`src/logic/srl_defines.vh`:
```
`ifndef SRL_DEFINES_VH
`define SRL_DEFINES_VH

// register indices, byte address equals index
`define SRL_ADDR_W            4
`define SRL_DATA_W            8
`define SRL_OFF_CTRL_ZERO     4'h0
`define SRL_OFF_CLK_ENABLE    4'h1
`define SRL_OFF_STATUS        4'h2

// control zero fields
`define SRL_BIT_LATCH_EN      7
`define SRL_DIV_SEL_HI        6
`define SRL_DIV_SEL_LO        4
`define SRL_BIT_TRUE_OE       3
`define SRL_BIT_INV_OE        2
`define SRL_BIT_SOFT_SET      1
`define SRL_BIT_SOFT_RESET    0
`define SRL_CTRL_ZERO_RST     8'h00

// clock enable fields
`define SRL_BIT_SET_CLK_EN    6
`define SRL_BIT_RESET_CLK_EN  2
`define SRL_CLK_ENABLE_RST    8'h00

// status fields
`define SRL_BIT_STAT_Q        0
`define SRL_BIT_STAT_SET      1
`define SRL_BIT_STAT_RESET    2

// divider: shortest period 4 = 2**2, longest 512 = 2**9
`define SRL_DIV_SEL_W         3
`define SRL_DIV_CNT_W         9
`define SRL_DIV_MIN_LOG2      2

// one instruction clock lasts four system clocks
`define SRL_INSTR_CYCLES      3'h4
`define SRL_PULSE_CNT_W       3

`endif

```
`src/logic/srl_divider.v`:
```
`include "srl_defines.vh"

module srl_divider (
  input  wire                        clk_sys,
  input  wire                        rst_sync_n,
  input  wire                        clk_en,
  input  wire [`SRL_DIV_SEL_W-1:0]   divider_select,
  output reg                         div_pulse
);

  reg  [`SRL_DIV_CNT_W-1:0] count_reg;
  wire [`SRL_DIV_CNT_W-1:0] wrap_mask;
  wire [3:0]                sel_plus;

  assign sel_plus = {1'b0, divider_select} + 4'h2;

  // mask of the low bits that make up one period
  genvar i;
  generate
    for (i = 0; i < `SRL_DIV_CNT_W; i = i + 1) begin : g_mask
      assign wrap_mask[i] = (i < sel_plus);
    end
  endgenerate

  always @(posedge clk_sys or negedge rst_sync_n) begin
    if (!rst_sync_n) begin
      count_reg <= {`SRL_DIV_CNT_W{1'b0}};
    end else if (clk_en) begin
      count_reg <= count_reg + 9'h001;
    end
  end

  always @(posedge clk_sys or negedge rst_sync_n) begin
    if (!rst_sync_n) begin
      div_pulse <= 1'b0;
    end else if (clk_en) begin
      div_pulse <= ((count_reg & wrap_mask) == wrap_mask);
    end
  end

endmodule

```
`src/logic/srl_latch_ctrl.v`:
```
// Behaviour
// - latch enable bit 7 of control zero turns the latch outputs on; set and reset act on the latch either way
// - divider pulse one clock wide every 4 to 512 clocks by select
// - enabled latch with true enable drives true output pin
// - true enable zero keeps the true output disabled
// - inverted enable drives inverted pin when latch enabled, else disabled
// - latch enable zero makes both output enables ineffective
// - writing one to soft set pulses set for one instruction clock
// - writing one to soft reset pulses reset for one instruction clock
// - soft pulse bits are set only and always read zero
// - writing zero to soft pulse bits has no effect
// - set and reset together give reset, reset dominates
// - latch is level sensitive with active high set and reset
// - divider pulse drives set or reset only when its enable is one
`include "srl_defines.vh"

module srl_latch_ctrl (
  input  wire                     clk_sys,
  input  wire                     rst_n,
  input  wire                     clk_en,
  input  wire [`SRL_ADDR_W-1:0]   reg_addr,
  input  wire [`SRL_DATA_W-1:0]   reg_wdata,
  input  wire                     reg_wr,
  input  wire                     reg_rd,
  output reg  [`SRL_DATA_W-1:0]   reg_rdata,
  output reg                      true_output_pin,
  output reg                      true_output_pin_oe,
  output reg                      inverted_output_pin,
  output reg                      inverted_output_pin_oe
);

  reg                          rst_meta_reg;
  reg                          rst_sync_reg;
  wire                         rst_sync_n;

  reg                          latch_enable_reg;
  reg  [`SRL_DIV_SEL_W-1:0]    divider_select_reg;
  reg                          true_output_enable_reg;
  reg                          inverted_output_enable_reg;
  reg                          set_clock_enable_reg;
  reg                          reset_clock_enable_reg;
  reg  [`SRL_PULSE_CNT_W-1:0]  soft_set_cnt_reg;
  reg  [`SRL_PULSE_CNT_W-1:0]  soft_reset_cnt_reg;
  reg                          latch_q_reg;

  wire                         div_pulse;
  wire                         wr_ctrl;
  wire                         wr_clk;
  wire                         set_in;
  wire                         reset_in;
  wire                         latch_q_next;
  wire                         true_oe_next;
  wire                         inv_oe_next;
  reg  [`SRL_DATA_W-1:0]       rdata_next;

  // reset release through two flops
  always @(posedge clk_sys or negedge rst_n) begin
    if (!rst_n) begin
      rst_meta_reg <= 1'b0;
      rst_sync_reg <= 1'b0;
    end else begin
      rst_meta_reg <= 1'b1;
      rst_sync_reg <= rst_meta_reg;
    end
  end

  assign rst_sync_n = rst_sync_reg;

  assign wr_ctrl = reg_wr && (reg_addr == `SRL_OFF_CTRL_ZERO);
  assign wr_clk  = reg_wr && (reg_addr == `SRL_OFF_CLK_ENABLE);

  always @(posedge clk_sys or negedge rst_sync_n) begin
    if (!rst_sync_n) begin
      latch_enable_reg           <= 1'b0;
      divider_select_reg         <= 3'h0;
      true_output_enable_reg     <= 1'b0;
      inverted_output_enable_reg <= 1'b0;
      set_clock_enable_reg       <= 1'b0;
      reset_clock_enable_reg     <= 1'b0;
    end else if (clk_en) begin
      if (wr_ctrl) begin
        latch_enable_reg           <= reg_wdata[`SRL_BIT_LATCH_EN];
        divider_select_reg         <=
          reg_wdata[`SRL_DIV_SEL_HI:`SRL_DIV_SEL_LO];
        true_output_enable_reg     <= reg_wdata[`SRL_BIT_TRUE_OE];
        inverted_output_enable_reg <= reg_wdata[`SRL_BIT_INV_OE];
      end
      if (wr_clk) begin
        set_clock_enable_reg   <= reg_wdata[`SRL_BIT_SET_CLK_EN];
        reset_clock_enable_reg <= reg_wdata[`SRL_BIT_RESET_CLK_EN];
      end
    end
  end

  always @(posedge clk_sys or negedge rst_sync_n) begin
    if (!rst_sync_n) begin
      soft_set_cnt_reg <= 3'h0;
    end else if (clk_en) begin
      if (wr_ctrl && reg_wdata[`SRL_BIT_SOFT_SET]) begin
        soft_set_cnt_reg <= `SRL_INSTR_CYCLES;
      end else if (soft_set_cnt_reg != 3'h0) begin
        soft_set_cnt_reg <= soft_set_cnt_reg - 3'h1;
      end
    end
  end

  always @(posedge clk_sys or negedge rst_sync_n) begin
    if (!rst_sync_n) begin
      soft_reset_cnt_reg <= 3'h0;
    end else if (clk_en) begin
      if (wr_ctrl && reg_wdata[`SRL_BIT_SOFT_RESET]) begin
        soft_reset_cnt_reg <= `SRL_INSTR_CYCLES;
      end else if (soft_reset_cnt_reg != 3'h0) begin
        soft_reset_cnt_reg <= soft_reset_cnt_reg - 3'h1;
      end
    end
  end

  srl_divider u_divider (
    .clk_sys        (clk_sys),
    .rst_sync_n     (rst_sync_n),
    .clk_en         (clk_en),
    .divider_select (divider_select_reg),
    .div_pulse      (div_pulse)
  );

  assign set_in   = (soft_set_cnt_reg != 3'h0) ||
                    (div_pulse && set_clock_enable_reg);
  assign reset_in = (soft_reset_cnt_reg != 3'h0) ||
                    (div_pulse && reset_clock_enable_reg);

  assign latch_q_next = reset_in ? 1'b0 : (set_in ? 1'b1 : latch_q_reg);

  // no reset value for the latch
  always @(posedge clk_sys) begin
    if (clk_en) begin
      latch_q_reg <= latch_q_next;
    end
  end

  assign true_oe_next = latch_enable_reg && true_output_enable_reg;
  assign inv_oe_next  = latch_enable_reg && inverted_output_enable_reg;

  always @(posedge clk_sys or negedge rst_sync_n) begin
    if (!rst_sync_n) begin
      true_output_pin        <= 1'b0;
      true_output_pin_oe     <= 1'b0;
      inverted_output_pin    <= 1'b0;
      inverted_output_pin_oe <= 1'b0;
    end else if (clk_en) begin
      true_output_pin        <= true_oe_next && latch_q_next;
      true_output_pin_oe     <= true_oe_next;
      inverted_output_pin    <= inv_oe_next && !latch_q_next;
      inverted_output_pin_oe <= inv_oe_next;
    end
  end

  // read mux
  always @* begin
    rdata_next = 8'h00;
    case (reg_addr)
      `SRL_OFF_CTRL_ZERO: begin
        rdata_next[`SRL_BIT_LATCH_EN] = latch_enable_reg;
        rdata_next[`SRL_DIV_SEL_HI:`SRL_DIV_SEL_LO] = divider_select_reg;
        rdata_next[`SRL_BIT_TRUE_OE] = true_output_enable_reg;
        rdata_next[`SRL_BIT_INV_OE]  = inverted_output_enable_reg;
      end
      `SRL_OFF_CLK_ENABLE: begin
        rdata_next[`SRL_BIT_SET_CLK_EN]   = set_clock_enable_reg;
        rdata_next[`SRL_BIT_RESET_CLK_EN] = reset_clock_enable_reg;
      end
      `SRL_OFF_STATUS: begin
        rdata_next[`SRL_BIT_STAT_Q]     = latch_q_reg;
        rdata_next[`SRL_BIT_STAT_SET]   = set_in;
        rdata_next[`SRL_BIT_STAT_RESET] = reset_in;
      end
      default: begin
        rdata_next = 8'h00;
      end
    endcase
  end

  always @(posedge clk_sys or negedge rst_sync_n) begin
    if (!rst_sync_n) begin
      reg_rdata <= 8'h00;
    end else if (clk_en) begin
      reg_rdata <= reg_rd ? rdata_next : 8'h00;
    end
  end

endmodule

```
`config.mk`:
```
export PLATFORM = sky130hd
export DESIGN_NAME = srl_latch_ctrl
export DESIGN_NICKNAME = d
export VERILOG_FILES = /design/src/logic/srl_divider.v /design/src/logic/srl_latch_ctrl.v
export VERILOG_INCLUDE_DIRS = /design/src /design/src/logic
export SDC_FILE = /design/constraint.sdc
export NUM_CORES = 1
export LEC_CHECK = 0
export ABC_AREA = 1
export BUFFER_PORTS_ARGS = -buffer_cell sky130_fd_sc_hd__buf_4
export CAP_MARGIN = 30
export CORE_UTILIZATION = 40
export CTS_BUF_LIST = sky130_fd_sc_hd__clkbuf_8
export DETAILED_ROUTE_END_ITERATION = 6
export GPL_TIMING_DRIVEN = 1
export PLACE_DENSITY_LB_ADDON = 0.12
export SYNTH_ARGS = -nofsm -noshare
export SYNTH_HDL_FRONTEND = slang
export SYNTH_HIERARCHICAL = 1
export SYNTH_SLANG_ARGS = --single-unit
export TNS_END_PERCENT = 10
```
`constraint.sdc`:
```
create_clock -name clk_sys -period 1.25 [get_ports clk_sys]
set_clock_uncertainty 0.05 [all_clocks]
set_input_delay 0.25 -clock clk_sys [delete_from_list [all_inputs] [get_ports clk_sys]]
set_output_delay 0.25 -clock clk_sys [all_outputs]
set_load 0.02 [all_outputs]
```
# After elaboration in Yosys (flattened, before gate mapping)
# Index checks and enable logic that the tools add are counted.
# word_totals
ff_bits,39
inputBits,17
output_inout_bits,12
word_cells,69
# classes
add_sub_neg,4
n_lt_le_gt_ge,9
eq_ne,3
n_mux,12
n_bitwise,1
n_reduce_logical,22
# op_table
op,n
$lt 3x4->1 const A,4
$mux 3,5
$logic_and 1x1->1,10
$add 9x1->9 const B,1
$and 9x9->9,1
$eq 9x9->1,1
$lt 1x4->1 const A,2
$lt 2x4->1 const A,2
$mux 8,1
$reduce_and 2->1,4
$reduce_bool 3->1,2
$sub 3x1->3 const B,2
$add 3x2->4 const B,1
$eq 4x1->1 const B,1
$eq 4x2->1 const B,1
$logic_not 4->1,1
$lt 4x4->1 const A,1
$reduce_bool 2->1,2
$mux 1,3
$pmux 1 s3,1
$logic_or 1x1->1,2
$mux 2,1
$pmux 1 s2,1
$logic_not 1->1,1

# Logic depth before layout (Yosys ltp)
# logic_depth
ltp_word,6
depth_mapped,9
depth_no_buf,9

# Modules after synthesis
# The synthesis kept the hierarchy.
# modules_own_cells
module,n_inst,cells_per_inst,area_each_um2,seq_area_each_um2
srl_latch_ctrl,1,162,1398.8,730.7
srl_divider,1,77,606.8,250.2

# Least setup slack after synthesis
# No wires, ideal clock.
# synth_path
path_kind,reg2reg
start,register soft_set_cnt_reg[0]
end,register latch_q_reg (data pin)
setup_time_ns,0.259
t_arrival_ns,1.033
required_time_ns,0.941
setup_slack_ns,-0.092
path_stages_with_launch,7
synth_period_minus_slack_ns,1.342
path_cell_list,dfrtp_1 -> inv_1 -> ha_1 -> ha_1 -> nand2_1 -> o21bai_1 -> inv_1
# synth_via
elab_chain_len,4
# synth_rtl
element,line_no,source
from (decl),srl_latch_ctrl.v:42,reg [`SRL_PULSE_CNT_W-1:0] soft_set_cnt_reg;
from (signal assigned),srl_latch_ctrl.v:100,soft_set_cnt_reg <= `SRL_INSTR_CYCLES;
from (signal assigned),srl_latch_ctrl.v:102,soft_set_cnt_reg <= soft_set_cnt_reg - 3'h1;
$reduce_bool 3->1,srl_latch_ctrl.v:127,assign set_in = (soft_set_cnt_reg != 3'h0) ||
$logic_or 1x1->1,srl_latch_ctrl.v:127,
$mux 1 (2 in a row),srl_latch_ctrl.v:132,assign latch_q_next = reset_in ? 1'b0 : (set_in ? 1'b1 : latch_q_reg);
via latch_q_next,srl_latch_ctrl.v:51,wire latch_q_next;
to (signal assigned),srl_latch_ctrl.v:137,latch_q_reg <= latch_q_next;
to (decl),srl_latch_ctrl.v:44,reg latch_q_reg;
# The timed path passes the listed nets, and every way through them passes these cells.
# A chain may end at the register's enable or synchronous reset.

# Final worst setup path
# layout_path
start,register soft_set_cnt_reg[1]
end,register latch_q_reg (data pin)
# The elaborated chain is that of the path after synthesis.

==> impl_metrics.yaml <==
status:
  status: "finished, violations left"
  violations: "negative setup slack"
worst_setup_path:
  crit_required_ns: 1.26
  cpMaxStageDelayCell: "dfrtp_1"
  path_buf_inv: 2
  worstSetupPathType: "reg -> reg"
  slowest_delay_ns: 0.39
  cp_top_family: "flip-flops"
  startpoint_type: "register"
  reg2reg_from: "soft_set_cnt_reg[1]"
  end_kind: "register"
  crit_start: "soft_set_cnt_reg[1]"
  cp.arrival_ns: 1.28
  cp_cell_sequence: "inv_2 -> ha_4 -> ha_4 -> nand2_2 -> o21bai_4 -> inv_2"
  crit_fanout: 3
finish:
  largest_reg_flops: 9
  finalCoreUtilization_pct: 55.1
  drive_above_1_share_pct: 31.8
  nets: 314
  antenna_cells: 0
  area_growth_pct: 31.4
yosys:
  yosys.cell_types.count: 28
  syn_inst: 239
  synth.most_common_cell: "nand2_1"
  yosys_warnings: 6
  ys_async_sr_fraction_pct: 97.4
  ys_seq_area_share_pct: 48.9
  synthesis.nets: 265
  syn_area_per_cell_um2: 8.39
  syn_area_um2: 2010
  synth_seq_cells: 39
  yosys-top-cells-count: "nand2_1, dfrtp_1, inv_1"
  synth_top_area_share_pct: 47.4
  synthTopCellsByArea: "dfrtp_1, nand2_1, inv_1"
  yosysTopAreaCell: "dfrtp_1"
  yosys_most_used_dff: "dfrtp_1"
  synth_edf_count: 1
global_route:
  grt_pass1_vias: 1538
  grt_max_degree: 32
  grt_first_pass_wirelength_mm: 6.90
  grt_overflow: 0
  grt_usage_pct: 17.4
  antenna_found_initial: 0
pwr:
  switching_power_uw: 1680
  powerDensity_nw_per_um2: 1720
  irDropWorstVdd_mv: 0.776
  combPwrFrac_pct: 39.8
  cell_internal_pwr_uw: 2840
  swShare_pct: 37.2
  power_frac_clock_pct: 18.6
  p_leak_uw: 0.00141
  seqPwrFrac_pct: 41.6
min_path:
  min-delay-path-class: "reg -> async"
detailed_routing:
  drtAntennaViolNets: 0
  firstDrtPassIters: 4
  post_drt_wl_per_cell_um: 11.5
  drc_errors: 0
  vias: 1611
  drt_wl_total_mm: 4.10
  viasPerCell: 4.53
  initialDrtViolationCount: 52
floorplanning:
  fp.dieW_um: 72.8
  num_rows: 25
  initial_core_util_pct: 41.9
  die-area_um2: 5300
  die_y_um: 72.8
  ios: 29
  core-area_um2: 4790
timing:
  rsz0062_at_grt: "true"
  finalCritPeriodShare_pct: 101
  finalSetupViolCount: 3
  whs_ns: 0.0694
  fmax_mhz: 789
  timing.final.ws_setup_ns: -0.0170
  finalHoldViolCount: 0
  period_minus_slack_ns: 1.27
  finalMaxSlewViolations: 0
place:
  hpwl_mm: 2.99
  gp_congestion: 0.757
  port_buffers: 28
cts:
  cts_made_buffers: 5
  tritoncts: "yes"
  htreeDepth: 2
  clkLatencyLatePin_ns: 0.29
  clk_pin_slew_ns: 0.08
  clock_sinks: 39
  cts-root-buf: "clkbuf_8"
  ctsLongestPathBuffers: 2
run:
  maxCapViolCount: 0
-- routing by layer --
layer  routed length [µm]  GRT usage (%)
met5                    0              0
met4                   61           7.19
met3                  162           4.56
met1                 1970           22.1
met2                 1900           28.1
-- final cells by class --
cell class / instances / area, µm²
fill: 457 / 2150
multi-input combinational: 160 / 988
sequential: 39 / 981
timing repair buffer: 45 / 357
inverter: 37 / 141
tap: 67 / 83.8
clock buffer: 5 / 68.8
clock inverter: 3 / 15.0
-- path summary, 6_finish.rpt --
check                           slack (ns)  cells past startpoint             endpoint
worst max-delay path                 -0.02                      6          latch_q_reg
worst min-delay path                  0.07                      0  soft_set_cnt_reg[1]
worst max register to register       -0.02                      6          latch_q_reg
worst min register to register        0.07                      0  soft_set_cnt_reg[1]
max in group asynchronous             0.62                      1  u_divider/div_pulse
min in group clk_sys                  0.13                      3     latch_enable_reg
-- per-stage QoR --
step	setup TNS (ns)	instance area, µm²	instances	total power, µW	setup slack (ns)
final	-0.0192	2640	356	4520	-0.0170
after global routing	-0.724	2640	356	4910	-0.0863
after CTS	-0.0778	2570	355	4460	-0.0287
after detailed placement	-0.371	2410	346	3420	-0.168
after global placement	-0.194	2410	346	3380	-0.114
after floorplan	-0.0851	2020	239	2880	-0.0851
-- what timing repair did --
| action | in CTS | in global routing |
|---|---|---|
| hold buffers | 1 | 0 |
| pin swaps | 12 | 7 |
| resized for setup | 17 | 16 |
| buffers inserted | 1 | 1 |
| hold endpoints to repair | 2 | 0 |
| endpoints found under the setup margin | 10 | 15 |
-- cell usage in the layout, fill, tap and decap left out, types with 2 or more instances in the layout --
master    count
ha_2          2
buf_4        42
dfrtp_1      38
o21ai_1      11
nand2_1      79
clkinv_2      3
inv_1        26
xor2_1        5
nor2_4        2
clkbuf_8      5
nand2_2       7
nor2_1        6
nand3_1      16
ha_4          6
nand4_1       7
nand4_2       2
nand2_4       4
nor2_2        2
inv_2         9
-- logic make-up (layout without fill, tap and decap cells) --
kind of cell / count (synthesis) / after routing / share of synthesized area [%]
simple gates: 129 / 129 / 30.3
buf+inv: 40 / 90 / 8.42
flops: 39 / 39 / 48.9
compound gates: 15 / 15 / 3.99
fa+ha+maj: 9 / 9 / 5.61
xor+xnor: 6 / 6 / 2.62
other cells: 1 / 1 / 0.187
-- power groups by stage --
stage	logic (µW)	clock network, µW	registers (µW)
after detailed placement	1550	0	1870
after CTS	1720	875	1870
after global placement	1510	0	1870
after global routing	2050	928	1930
after floorplan	1020	0	1860
final	1800	840	1880
(Power assumes the default switching activity.)
